`src/logic/fsi_defines.svh`:
```
`ifndef FSI_DEFINES_SVH
`define FSI_DEFINES_SVH

// ----------------------------------------------------------------------
// register layout (register bit numbers; data word bit 0 = register bit 8)
// ----------------------------------------------------------------------
`define FSI_REG_LSB         8
`define FSI_REG_WIDTH       16
`define FSI_LEAVE_DBG_BIT   22
`define FSI_DBG_ACTIVE_BIT  21
`define FSI_OTP_ERR_BIT     19
`define FSI_REG_ERR_BIT     16
`define FSI_STATE_MSB       12
`define FSI_STATE_LSB       8
`define FSI_STATE_WIDTH     5
`define FSI_STATE_INIT      5'h06
`define FSI_RESET_VALUE     16'h0006

// ----------------------------------------------------------------------
// timing
// ----------------------------------------------------------------------
`define FSI_CLK_HZ          20000000
`define FSI_CRC_PERIOD_US   5000
`define FSI_CRC_PERIOD_CYC  ((`FSI_CRC_PERIOD_US * (`FSI_CLK_HZ / 1000)) / 1000)

// ----------------------------------------------------------------------
// otp check
// ----------------------------------------------------------------------
`define FSI_CRC_POLY        8'h2F
`define FSI_CRC_SEED        8'hFF
`define FSI_OTP_DEPTH       32
`define FSI_INIT_REGS       4

`endif

```
`src/logic/fsi_pkg.sv`:
```
package fsi_pkg;

  // one-hot phases of the otp check walk
  typedef enum logic [2:0] {
    SCAN_IDLE = 3'b001,
    SCAN_READ = 3'b010,
    SCAN_DONE = 3'b100
  } fsi_scan_t;

endpackage : fsi_pkg

```
`src/logic/fsi_integrity.sv`:
```
`timescale 1ns/10ps
`include "fsi_defines.svh"

// Functional notes
// - rerun the otp crc check every 5 ms while running
// - otp crc mismatch sets sticky flag bit 19, cleared by writing one
// - every init register is compared constantly with its inverted shadow
// - any shadow mismatch sets sticky flag bit 16, cleared by writing one
// - bits 12..8 show the live fail-safe state, init state 0 0110
// - write-one-to-clear flags also clear on power-on reset
module fsi_integrity #(
  parameter int OTP_DEPTH         = `FSI_OTP_DEPTH,
  parameter int INIT_REGS         = `FSI_INIT_REGS,
  parameter int CRC_PERIOD_CYCLES = `FSI_CRC_PERIOD_CYC
) (
  input  wire logic                          clk,
  input  wire logic                          reset,
  input  wire logic                          ce,
  input  wire logic                          regWrEn,
  input  wire logic [`FSI_REG_WIDTH-1:0]     regWrData,
  output logic      [`FSI_REG_WIDTH-1:0]     regRdData,
  input  wire logic [`FSI_STATE_WIDTH-1:0]   safety_a,
  input  wire logic                          debugEnter,
  output logic                               debugActive,
  output logic                               leaveDebugPulse,
  input  wire logic [INIT_REGS*8-1:0]        init_reg_true_copy,
  input  wire logic [INIT_REGS*8-1:0]        init_reg_inverted_copy,
  input  wire logic                          otpWrEn,
  input  wire logic [$clog2(OTP_DEPTH)-1:0]  otpWrAddr,
  input  wire logic [7:0]                    otpWrData,
  input  wire logic [7:0]                    otpCrcExpected,
  output logic                               otpCheckDone
);

  localparam int AW = $clog2(OTP_DEPTH);
  localparam int TW = $clog2(CRC_PERIOD_CYCLES + 1);

  // --------------------------------------------------------------------
  // elaboration checks
  // --------------------------------------------------------------------
  if (OTP_DEPTH < 2 || INIT_REGS < 1)
  begin : g_bad_size
    $error("fsi_integrity: otp depth and init register count too small");
  end
  if (CRC_PERIOD_CYCLES < OTP_DEPTH + 4)
  begin : g_bad_period
    $error("fsi_integrity: crc period shorter than one otp walk");
  end

  typedef struct packed {
    fsi_pkg::fsi_scan_t        scan;
    logic [TW-1:0]             timer;
    logic [AW-1:0]             addr;
    logic                      lastIssued;
    logic                      dataValid;
    logic [7:0]                crc;
    logic                      otpErr;
    logic                      regErr;
    logic                      debug;
    logic                      leavePulse;
    logic                      done;
    logic [`FSI_REG_WIDTH-1:0] rdData;
  } fsi_state_t;

  fsi_state_t state_reg;
  fsi_state_t state_next;

  logic [7:0]  otpRdData;
  logic        shadowBad;
  logic        wrLeave;
  logic        wrClrOtp;
  logic        wrClrReg;

  // --------------------------------------------------------------------
  // helpers
  // --------------------------------------------------------------------
  // register bit number to data word index
  function automatic int fsi_pos(input int regBit);
    return regBit - `FSI_REG_LSB;
  endfunction : fsi_pos

  // one byte of crc-8, msb first
  function automatic logic [7:0] fsi_crc8(input logic [7:0] crcIn, input logic [7:0] data);
    logic [7:0] c;
    c = crcIn ^ data;
    for (int i = 0; i < 8; i++)
    begin
      c = c[7] ? ((c << 1) ^ `FSI_CRC_POLY) : (c << 1);
    end
    return c;
  endfunction : fsi_crc8

  // --------------------------------------------------------------------
  // otp image store
  // --------------------------------------------------------------------
  fsi_otp_mem #(
    .WIDTH (8),
    .DEPTH (OTP_DEPTH)
  ) u_otp (
    .clk    (clk),
    .reset  (reset),
    .ce     (ce),
    .wrEn   (otpWrEn),
    .wrAddr (otpWrAddr),
    .wrData (otpWrData),
    .rdAddr (state_reg.addr),
    .rdData (otpRdData)
  );

  // --------------------------------------------------------------------
  // shadow compare and write decode
  // --------------------------------------------------------------------
  assign shadowBad = (init_reg_true_copy != ~init_reg_inverted_copy);
  assign wrLeave   = regWrEn & regWrData[fsi_pos(`FSI_LEAVE_DBG_BIT)];
  assign wrClrOtp  = regWrEn & regWrData[fsi_pos(`FSI_OTP_ERR_BIT)];
  assign wrClrReg  = regWrEn & regWrData[fsi_pos(`FSI_REG_ERR_BIT)];

  // --------------------------------------------------------------------
  // next state
  // --------------------------------------------------------------------
  always_comb
  begin
    logic otpMismatch;
    otpMismatch           = 1'b0;
    state_next            = state_reg;
    state_next.leavePulse = 1'b0;
    state_next.done       = 1'b0;

    // period timer runs regardless of walk phase, so spacing stays fixed
    if (state_reg.timer == TW'(CRC_PERIOD_CYCLES - 1))
    begin
      state_next.timer = '0;
    end
    else
    begin
      state_next.timer = state_reg.timer + TW'(1);
    end

    // otp walk: address issued one cycle, data arrives the next
    state_next.dataValid = 1'b0;
    unique case (state_reg.scan)
      fsi_pkg::SCAN_IDLE:
      begin
        if (state_reg.timer == TW'(CRC_PERIOD_CYCLES - 1))
        begin
          state_next.scan       = fsi_pkg::SCAN_READ;
          state_next.addr       = '0;
          state_next.crc        = `FSI_CRC_SEED;
          state_next.lastIssued = 1'b0;
        end
      end
      fsi_pkg::SCAN_READ:
      begin
        state_next.dataValid = ~state_reg.lastIssued;
        if (state_reg.dataValid)
        begin
          state_next.crc = fsi_crc8(state_reg.crc, otpRdData);
        end
        if (state_reg.addr == AW'(OTP_DEPTH - 1))
        begin
          state_next.lastIssued = 1'b1;
        end
        else
        begin
          state_next.addr = state_reg.addr + AW'(1);
        end
        if (state_reg.lastIssued && !state_reg.dataValid)
        begin
          state_next.scan = fsi_pkg::SCAN_DONE;
        end
      end
      fsi_pkg::SCAN_DONE:
      begin
        otpMismatch     = (state_reg.crc != otpCrcExpected);
        state_next.done = 1'b1;
        state_next.scan = fsi_pkg::SCAN_IDLE;
        state_next.addr = '0;
      end
    endcase

    // sticky flags: a new error in the clearing cycle wins
    if (otpMismatch)
    begin
      state_next.otpErr = 1'b1;
    end
    else if (wrClrOtp)
    begin
      state_next.otpErr = 1'b0;
    end
    if (shadowBad)
    begin
      state_next.regErr = 1'b1;
    end
    else if (wrClrReg)
    begin
      state_next.regErr = 1'b0;
    end

    // debug mode: leave command beats a simultaneous entry request
    if (wrLeave)
    begin
      state_next.debug      = 1'b0;
      state_next.leavePulse = state_reg.debug;
    end
    else if (debugEnter)
    begin
      state_next.debug = 1'b1;
    end

    // read image, reserved bits zero
    state_next.rdData = '0;
    state_next.rdData[fsi_pos(`FSI_DBG_ACTIVE_BIT)] = state_next.debug;
    state_next.rdData[fsi_pos(`FSI_OTP_ERR_BIT)]    = state_next.otpErr;
    state_next.rdData[fsi_pos(`FSI_REG_ERR_BIT)]    = state_next.regErr;
    state_next.rdData[fsi_pos(`FSI_STATE_MSB):fsi_pos(`FSI_STATE_LSB)] = safety_a;
  end

  // --------------------------------------------------------------------
  // registers
  // --------------------------------------------------------------------
  always_ff @(posedge clk)
  begin
    if (reset)
    begin
      state_reg        <= '0;
      state_reg.scan   <= fsi_pkg::SCAN_IDLE;
      state_reg.crc    <= `FSI_CRC_SEED;
      state_reg.rdData <= `FSI_RESET_VALUE; // init state shown
    end
    else if (ce)
    begin
      state_reg <= state_next;
    end
  end

  // --------------------------------------------------------------------
  // outputs
  // --------------------------------------------------------------------
  assign regRdData       = state_reg.rdData;
  assign debugActive     = state_reg.debug;
  assign leaveDebugPulse = state_reg.leavePulse;
  assign otpCheckDone    = state_reg.done;

endmodule : fsi_integrity

```
`src/logic/fsi_otp_mem.sv`:
```
`timescale 1ns/10ps

// small otp image store: one write port, registered read data
module fsi_otp_mem #(
  parameter int WIDTH = 8,
  parameter int DEPTH = 32
) (
  input  wire logic                     clk,
  input  wire logic                     reset,
  input  wire logic                     ce,
  input  wire logic                     wrEn,
  input  wire logic [$clog2(DEPTH)-1:0] wrAddr,
  input  wire logic [WIDTH-1:0]         wrData,
  input  wire logic [$clog2(DEPTH)-1:0] rdAddr,
  output logic      [WIDTH-1:0]         rdData
);

  typedef struct packed {
    logic [DEPTH-1:0][WIDTH-1:0] cells;
    logic [WIDTH-1:0]            rdData;
  } fsi_mem_state_t;

  fsi_mem_state_t state_reg;
  fsi_mem_state_t state_next;

  // --------------------------------------------------------------------
  // next state
  // --------------------------------------------------------------------
  always_comb
  begin
    state_next        = state_reg;
    state_next.rdData = state_reg.cells[rdAddr];
    if (wrEn)
    begin
      state_next.cells[wrAddr] = wrData;
    end
  end

  // --------------------------------------------------------------------
  // registers
  // --------------------------------------------------------------------
  always_ff @(posedge clk)
  begin
    if (reset)
    begin
      state_reg <= '0; // blank otp reads as zeros
    end
    else if (ce)
    begin
      state_reg <= state_next;
    end
  end

  assign rdData = state_reg.rdData;

endmodule : fsi_otp_mem

```
`config.mk`:
```
export PLATFORM = sky130hd
export DESIGN_NAME = fsi_integrity
export DESIGN_NICKNAME = d
export VERILOG_FILES = /design/src/logic/fsi_pkg.sv /design/src/logic/fsi_integrity.sv /design/src/logic/fsi_otp_mem.sv
export VERILOG_INCLUDE_DIRS = /design/src /design/src/logic
export SDC_FILE = /design/constraint.sdc
export NUM_CORES = 1
export LEC_CHECK = 0
export BUFFER_PORTS_ARGS = -buffer_cell sky130_fd_sc_hd__buf_2
export CORE_ASPECT_RATIO = 1.1
export CORE_UTILIZATION = 45
export CTS_CLUSTER_DIAMETER = 50
export DETAILED_ROUTE_END_ITERATION = 6
export MAX_ROUTING_LAYER = met4
export PLACE_DENSITY = 0.72
export REMOVE_ABC_BUFFERS = 1
export SYNTH_ARGS = -nofsm -noshare
export SYNTH_HDL_FRONTEND = slang
export SYNTH_HIERARCHICAL = 1
export SYNTH_SLANG_ARGS = --single-unit
```
`constraint.sdc`:
```
create_clock -name clk -period 6.12 [get_ports clk]
set_input_delay 0.306 -clock clk [delete_from_list [all_inputs] [get_ports clk]]
set_output_delay 0.306 -clock clk [all_outputs]
set_load 0.05 [all_outputs]
```
==> metrics.yaml, run 1 <==
wl_met1_mm: 15.70
synthTopCellsByArea: "dfxtp_1 42%, mux2i_1 20%, nor2_1 5.3%"
fin_crit_ps: 2786
whs_endpoint: "regRdData[2]$_SDFFE_PP1P_"
portBuffers: 109
place_hpwl_mm: 22.21
rsz0062_at_grt: "no"
synth.largest_area_cell: "dfxtp_1"
dr.first_iter.drc_count: 1146
setup.worst_path.class: "reg2reg"
synth_edf_count: 0
viasPerCell: 5.564
wl_met2_mm: 17.83
cp_max_fo: 131
ys.flop_type: "dfxtp_1"
highest_layer: "met4"
seq_area_sq_um: 6190
fin_nets: 1748
num_vias: 11556
synthCells: 1610
reg2reg_from: "state_reg[31]$_SDFFE_PP0P_"
nFillCells: 2913
antenna_found_initial: 0
post_drt_wl_per_cell_um: 17.74
slowest_stage: "buf_12"
async_reset_ff_share_pct: 0
drive_above_1_share_pct: 12.80
area_growth_pct: 11.50
clk-insertion-delay-late_ps: 530
clock_path_buffers: 3
max_slew_margin_pct: 32.58
clk_pin_slew_worst_paths_ps: 60
cts_root_buffer: "clkbuf_16"
reg2reg_depth: 6
worstHoldStart: "safety_a[2]"
status: "completed"
die-area_sq_um: 33180
p_leak_nw: 5.468
critPathRequiredTime_ps: 6540
drc: 0
period_share_pct: 45.52
die_w_um: 173.8
slowest_delay_ps: 670
pin_count: 131
worstMarginPinSlew_ps: 1009
cap_violations: 0
r2r_setup_slack_ps: 3330
grt_max_degree: 175
tns_ps: 0
cts_tree: "yes"
rr_endpoint: "u_otp/rdData[4]$_SDFFE_PP0P_"
postRouteAntennaNets: 0
start_kind: "flop"
multi_input_area_sq_um: 7717
track_usage_pct: 22.10
cts_buffers: 36
holdWs_ps: 19.71
end_kind: "flop"
met3WireLength_mm: 2.203
routabilityCongestion: 0.8381
netlist_area_sq_um: 14610
netlist.area_leader.share_pct: 42.35
htree_levels: 2
die_h_um: 191.0
grt_overflow: 0
setup_violations: 0
fin_util_pct: 51.45
first_pass_iters: 6
skew_ps: 24.22
initial_core_util_pct: 46.15
routed_wl_mm: 36.85
synth_area_per_cell_sq_um: 9.072
cts.sinks: 309
largest_reg_flops: 256
hold_path_depth: 2
max-vdd-ir-drop_mv: 0.2076
ys_warn_count: 6
rows: 68
cts.repair.resized: 0
post-cts-setup-buffers: 0
synth-seq-cells: 309
ys_types: 55
cp_data_arrival_time_ps: 3210
hold_class: "in2reg"
fp.coreArea_sq_um: 31650
path_cells: "buf_12, mux2i_1, a22oi_1, a21oi_1, or4_1, a211oi_1"
drv_slew: 0
cellPowerDensity_nw_per_um2: 274.8
hold_viol: 0
fmax_mhz: 359.0
yosysSeqAreaShare_pct: 42.35
grt_pass1_wl_mm: 57.12
grt_pass1_vias: 10793
-- worst max path at each step --
stage	end	startpoint	slack [ps]	cells after the start
2_1_floorplan	state_reg[34]$_SDFFE_PP0P_	state_reg[31]$_SDFFE_PP0P_	250	8
3_3_place_gp	u_otp/state_reg[62]$_SDFFE_PP0P_	ce	3370	8
3_5_place_dp	u_otp/state_reg[60]$_SDFFE_PP0P_	ce	3350	8
4_1_cts	u_otp/rdData[1]$_SDFFE_PP0P_	state_reg[31]$_SDFFE_PP0P_	3400	6
5_1_grt	u_otp/rdData[3]$_SDFFE_PP0P_	state_reg[31]$_SDFFE_PP0P_	3270	6
6_report	u_otp/rdData[4]$_SDFFE_PP0P_	state_reg[31]$_SDFFE_PP0P_	3330	6
-- cell usage in the layout, fill, tap and decap left out, drive strengths merged, types with 3 or more instances in the layout --
| cell type | n |
|---|---|
| a22oi | 66 |
| a211o | 5 |
| nor2b | 7 |
| nor3b | 5 |
| nor3 | 12 |
| xnor2 | 66 |
| or4 | 8 |
| nand4 | 12 |
| nand2b | 5 |
| nand3 | 103 |
| clkinv | 5 |
| conb | 8 |
| ha | 3 |
| a211oi | 8 |
| mux2i | 293 |
| nand3b | 5 |
| and3 | 4 |
| buf | 120 |
| nand2 | 124 |
| clkbuf | 51 |
| dfxtp | 309 |
| a21oi | 145 |
| o21ai | 8 |
| xor2 | 11 |
| inv | 8 |
| bufinv | 3 |
| or2 | 3 |
| nor4 | 9 |
| nor2 | 223 |
| o21bai | 3 |
| or3 | 7 |
-- cells by family (layout without fill, tap and decap cells) --
kind of cell	after synthesis	after routing	synth area share, %
DFF	309	309	42.35
buffers and inverters	150	189	5.182
muxes	293	293	20.08
other	1	9	0.02567
adders and majority gates	3	3	0.2570
and+or+nand+nor	532	532	16.86
AOI/OAI and AO/OA	243	243	10.05
xor gates and xnor gates	79	79	5.200
-- what timing repair did --
| item | in CTS | in global routing |
|---|---|---|
| hold endpoints to repair | 1 | 0 |
| endpoints found under the setup margin | 0 | 0 |
| hold buffers | 1 | 0 |
-- layer usage --
layer / vias up / track usage (%)
met5: - / -
met4: 0 / 8.232
met3: 76 / 3.918
met2: 352 / 37.14
met1: 5504 / 26.45
li1: 5624 / -
-- where the power goes --
part / total [mW] / internal, mW / switching [mW]
Clock: 2.10 / 1.26 / 0.841
Sequential: 2.04 / 2.03 / 0.0137
Combinational: 0.328 / 0.124 / 0.204
-- synth_stat cells, drive strengths merged, types with 6 or more instances --
cell / count
dfxtp: 309
mux2i: 293
nor2: 223
a21oi: 145
nand2: 124
clkbuf: 103
nand3: 103
a22oi: 66
xnor2: 66
buf: 41
nand4: 12
nor3: 12
xor2: 11
nor4: 9
a211oi: 8
o21ai: 8
or4: 8
nor2b: 7
or3: 7
inv: 6
-- per-stage QoR --
stage | setup slack (ps) | instance area [sq um] | instances | power [mW]
after global routing | 3269 | 16280 | 2076 | 4.617
after CTS | 3402 | 16280 | 2076 | 4.504
after detailed placement | 3352 | 15120 | 2014 | 2.414
final | 3334 | 16290 | 2077 | 4.475
after global placement | 3372 | 15120 | 2014 | 2.406
after floorplan | 252.8 | 13900 | 1473 | 2.270
-- final cells by class --
class / count / share of cell area [%]
sequential: 309 / 38.01
multi-input combinational: 1158 / 47.39
clock inverter: 11 / 0.9527
tap: 420 / 3.227
timing repair buffer: 122 / 4.172
inverter: 6 / 0.1383
clock buffer: 50 / 6.100
antenna: 1 / 0.01537
-- worst max-delay path: cells and delay by family, from the launching register on --
kind | cells | cell delay, ps
muxes | 1 | 210
AOI/OAI and AO/OA | 3 | 700
and+or+nand+nor | 1 | 600
buffers and inverters | 1 | 670
DFF | 1 | 350
Power figures use the tool's default switching activity.
==> run 2: changes to the inputs <==
- PLACE_DENSITY: 0.72 -> 0.75
- clock period: 6.12 -> 2.43 ns (I/O delays scaled with it)
==> run 2 against run 1 <==
Sequential share of layout area down 0.93 points. First-iteration DRC count down 2.4%. Via count up 3.7%.
==> metrics.yaml, run 2 (synthesis results as in run 1) <==
fin_crit_ps: 2214
clockPowerShare_pct: 47.6
max-vdd-ir-drop_mv: 0.5276
cp_max_fo: 12
multi_input_area_sq_um: 7711
largest_reg_flops: 256
setup.worst_path.class: "reg2reg"
grt_max_degree: 128
antenna_found_initial: 0
die_w_um: 173.8
hold_viol: 0
period_share_pct: 91.12
critPathRequiredTime_ps: 2860
clock_path_buffers: 3
cts.sinks: 309
drv_slew: 0
die_h_um: 191.0
nFillCells: 2827
routed_wl_mm: 38.17
htree_levels: 2
p_comb_share_pct: 7.5
portBuffers: 109
first_pass_iters: 6
fp.coreArea_sq_um: 31650
cts.repair.resized: 0
clk-insertion-delay-late_ps: 530
met2_usage_pct: 39.08
holdWs_ps: 10.99
cp_data_arrival_time_ps: 2650
track_usage_pct: 23.52
status: "completed"
fmax_mhz: 451.6
top_usage_layer: "met2"
seq_area_sq_um: 6190
start_kind: "flop"
clk_pin_slew_worst_paths_ps: 60
use_met3_pct: 4.375
place_hpwl_mm: 24.43
dr.first_iter.drc_count: 1119
num_vias: 11978
cts_root_buffer: "clkbuf_16"
p_leak_nw: 5.678
fin_nets: 1782
post_drt_wl_per_cell_um: 18.05
rsz0062_at_grt: "no"
cellPowerDensity_nw_per_um2: 687.5
cts_buffers: 36
fin_area_sq_um: 16690
rows: 68
grtUsageMet1_pct: 27.86
end_kind: "flop"
switching_power_mw: 2.743
dpl-instance-area_sq_um: 15380
intPower_mw: 8.734
initial_core_util_pct: 46.15
postRouteAntennaNets: 0
cap_violations: 0
skew_ps: 22.21
worstMarginPinSlew_ps: 906.8
p_seq_share_pct: 44.9
pin_count: 131
drive_above_1_share_pct: 14.22
cts_tree: "yes"
final_cell_mix: "308 x dfxtp_1, 293 x mux2i_1, 205 x nor2_1"
area_growth_pct: 14.30
sw_frac_of_total_pct: 23.90
max_slew_margin_pct: 39.28
tns_ps: 0
viasPerCell: 5.663
setup_violations: 0
hold_class: "in2reg"
routabilityCongestion: 0.8513
grt_overflow: 0
num_antenna_cells: 0
grt_pass1_vias: 11565
die-area_sq_um: 33180
final_common_cell: "dfxtp_1"
drc: 0
grt_pass1_wl_mm: 61.15
-- run 2: cell count changes in the layout (fill, tap and decap cells not counted), moves of 2 or more --
cell           previous run  this run
buf_12                    2         8
dlygate4sd3_1             1        10
clkinvlp_4                1         3
buf_4                    10        29
clkbuf_16                36        39
-- run 2: what timing repair did --
| item | 4_1_cts | 5_1_grt |
|---|---|---|
| endpoints found under the hold margin | 9 | 0 |
| setup buffers | 0 | 0 |
| endpoints found under the setup margin | 0 | 0 |
| hold buffers | 10 | 0 |
-- run 2: path summary, 6_finish.rpt --
path	from	depth (start not counted)	slack, ps	endpoint
worst max-delay path	state_reg[36]$_SDFFE_PP0P_	8	220	state_reg[33]$_SDFFE_PP0P_
worst min-delay path	otpCrcExpected[7]	5	10	regRdData[11]$_SDFFE_PP0P_
worst max register to register	state_reg[36]$_SDFFE_PP0P_	8	220	state_reg[33]$_SDFFE_PP0P_
worst min register to register	u_otp/state_reg[62]$_SDFFE_PP0P_	2	450	u_otp/state_reg[62]$_SDFFE_PP0P_
-- run 2: critical path, cell delays in order, from the launching register on --
cell and delay [ps]:
dfxtp_1 370, ha_1 180, and4_1 300, nand2_1 100, o32a_1 350, buf_4 190, nor3_1 360, nand3b_1 120
a21oi_1 180
-- run 2: per-layer routing --
metal,up-vias,wire [um]
met2,471,18300
met1,5692,15760
met5,-,0
li1,5705,-
met3,110,2674
met4,0,1436
-- run 2: cell type report --
cell class	count	share of cell area (%)
sequential	309	37.08
timing repair buffer	156	6.183
multi-input combinational	1158	46.19
inverter	6	0.1349
clock inverter	13	0.8694
clock buffer	53	6.400
tap	420	3.148
-- run 2: power by group through the flow --
stage	Sequential [mW]	Clock (mW)	Combinational, mW
3_3_place_gp	5.26	0	0.824
3_5_place_dp	5.26	0	0.836
2_1_floorplan	5.28	0	0.433
5_1_grt	5.15	5.76	0.921
6_report	5.15	5.47	0.857
4_1_cts	5.15	5.53	0.853
-- run 2: through the flow --
stage | cells | total power [mW] | util, % | setup slack, ps
2_1_floorplan | 1473 | 5.716 | - | -3437
3_3_place_gp | 2039 | 6.085 | 48.60 | 281.9
3_5_place_dp | 2039 | 6.099 | 48.60 | 229.9
4_1_cts | 2115 | 11.53 | 52.75 | 218.7
5_1_grt | 2115 | 11.84 | 52.75 | 42.62
6_report | 2115 | 11.48 | 52.75 | 215.7
==> run 3: changes to the inputs <==
- CORE_UTILIZATION: 45 -> 40
- PLACE_DENSITY: 0.75 -> 0.69
==> run 3 against run 2 <==
Power grew 4.1%. Clock skew is 2.2 ps lower. Die area grew 12%. Final cell count is 3.0% higher. Sequential share of layout area shrank 0.44 points. Via count shrank 0.45%. Setup slack worse by 160 ps. Register-to-register slack got worse by 160 ps. Critical path type unchanged.
==> metrics.yaml, run 3 (synthesis results as in run 1) <==
track_usage_pct: 20.91
stdcell_count: 2178
fp.coreArea_sq_um: 36080
cellPowerDensity_nw_per_um2: 707.4
largest_reg_flops: 256
slowest_delay_ps: 540
grt_pass1_vias: 11331
path_cells: "buf_12, mux2i_1, a22oi_1, a21oi_1, or4_1, a211oi_2"
rsz0062_at_grt: "no"
grt_max_degree: 137
max-vdd-ir-drop_mv: 0.6113
fin_ws_ps: 57.34
pin_count: 131
clk_pin_slew_worst_paths_ps: 60
end_kind: "flop"
grt_overflow: 0
skew_ps: 19.97
fin_nets: 1778
clock_path_buffers: 3
grt_pass1_wl_mm: 60.12
postRouteAntennaNets: 0
nFillCells: 3393
die-area_sq_um: 37290
final_cell_mix: "308 x dfxtp_1, 293 x mux2i_1, 205 x nor2_1"
drc: 0
cap_violations: 0
status: "completed"
cts_buffers: 37
viasPerCell: 5.475
fmax_mhz: 421.5
cts_tree: "yes"
rows: 73
dpl-instance-area_sq_um: 15440
drive_above_1_share_pct: 14.32
first_pass_iters: 6
worstMarginPinSlew_ps: 834.3
drv_slew: 0
cts.sinks: 309
area_growth_pct: 15.66
cp_max_fo: 30
final_common_cell: "dfxtp_1"
cts_root_buffer: "clkbuf_16"
die_w_um: 184.2
portBuffers: 109
cp_num_buf_inv: 1
p_leak_nw: 5.729
setup.worst_path.class: "reg2reg"
fin_area_sq_um: 16890
num_vias: 11924
cp_top_family: "compound AO/OA/AOI/OAI gates"
setup_violations: 0
p_total_mw: 11.95
hold_viol: 0
hold_class: "in2reg"
start_kind: "flop"
place_hpwl_mm: 24.01
routabilityCongestion: 0.8184
die_h_um: 202.4
max_slew_margin_pct: 44.38
htree_levels: 2
post_drt_wl_per_cell_um: 17.82
critPathRequiredTime_ps: 2880
fin_crit_ps: 2373
dp.cells: 2100
cp_data_arrival_time_ps: 2830
slowest_stage: "dfxtp_4"
dr.first_iter.drc_count: 1036
period_share_pct: 97.64
pre_cts_slack_ps: 155.7
clk-insertion-delay-late_ps: 530
initial_core_util_pct: 40.49
antenna_found_initial: 1
fin_util_pct: 46.83
routed_wl_mm: 38.80
[run 3: cell types whose count changed in the layout (fill, tap and decap cells not counted), sizes merged]
cell,previous run,this run
buf,145,139
clkbuf,54,49
bufinv,2,6
clkinvlp,3,1
inv,7,9
clkinv,7,8
diode,0,1
dlygate4sd3,10,11
[run 3: power by group]
part           switching [mW]  internal [mW]  total (mW)
combinational           0.536          0.333       0.869
sequential             0.0412           5.11        5.15
clock                    2.21           3.72        5.93
total                    2.79           9.16        11.9
[run 3: final timing paths]
| path | from | end | slack (ps) | cells past startpoint |
|---|---|---|---|---|
| setup / recovery | state_reg[31]$_SDFFE_PP0P_ | u_otp/rdData[2]$_SDFFE_PP0P_ | 60 | 6 |
| hold / removal | reset | u_otp/state_reg[146]$_SDFFE_PP0P_ | 40 | 2 |
| setup reg to reg | state_reg[31]$_SDFFE_PP0P_ | u_otp/rdData[2]$_SDFFE_PP0P_ | 60 | 6 |
| hold reg to reg | regRdData[8]$_SDFFE_PP0P_ | regRdData[8]$_SDFFE_PP0P_ | 450 | 2 |
[run 3: timing repair]
action,4_1_cts,5_1_grt
resized for setup,0,1
setup buffers,0,0
endpoints found under the hold margin,9,0
setup endpoints to repair,0,1
hold buffers,11,0
[run 3: metrics by stage]
| stage | TNS (ps) | hold slack (ps) |
|---|---|---|
| 2_1_floorplan | -61260 | 186.1 |
| 3_3_place_gp | 0 | 334.5 |
| 3_5_place_dp | 0 | 350.2 |
| 4_1_cts | 0 | 24.11 |
| 5_1_grt | 0 | 56.74 |
| 6_report | 0 | 38.24 |
[run 3: worst reg2reg max path, stage by stage, from the launching register on]
cell	delay, ps
dfxtp_4	540
buf_12	290
mux2i_1	150
a22oi_1	340
a21oi_1	220
or4_1	550
a211oi_2	220
[run 3: routing by layer]
layer | track usage [%] | routed length, um | share of wire [%] | up-vias
li1 | - | - | - | 5686
met1 | 25.98 | 16650 | 43 | 5718
met2 | 34.28 | 18660 | 48 | 446
met3 | 3.243 | 2383 | 6.1 | 74
met4 | 7.262 | 1106 | 2.9 | 0
met5 | - | 0 | 0 | -
[run 3: final cells by class]
class	count	area (sq um)	share of cell area [%]
Multi-Input combinational cell	1158	7716	45.67
Tap cell	487	609.3	3.607
Inverter	6	22.52	0.1333
Antenna cell	1	2.502	0.01481
Sequential cell	309	6190	36.64
Clock buffer	48	1049	6.207
Timing Repair Buffer	151	1022	6.051
Clock inverter	18	282.8	1.674
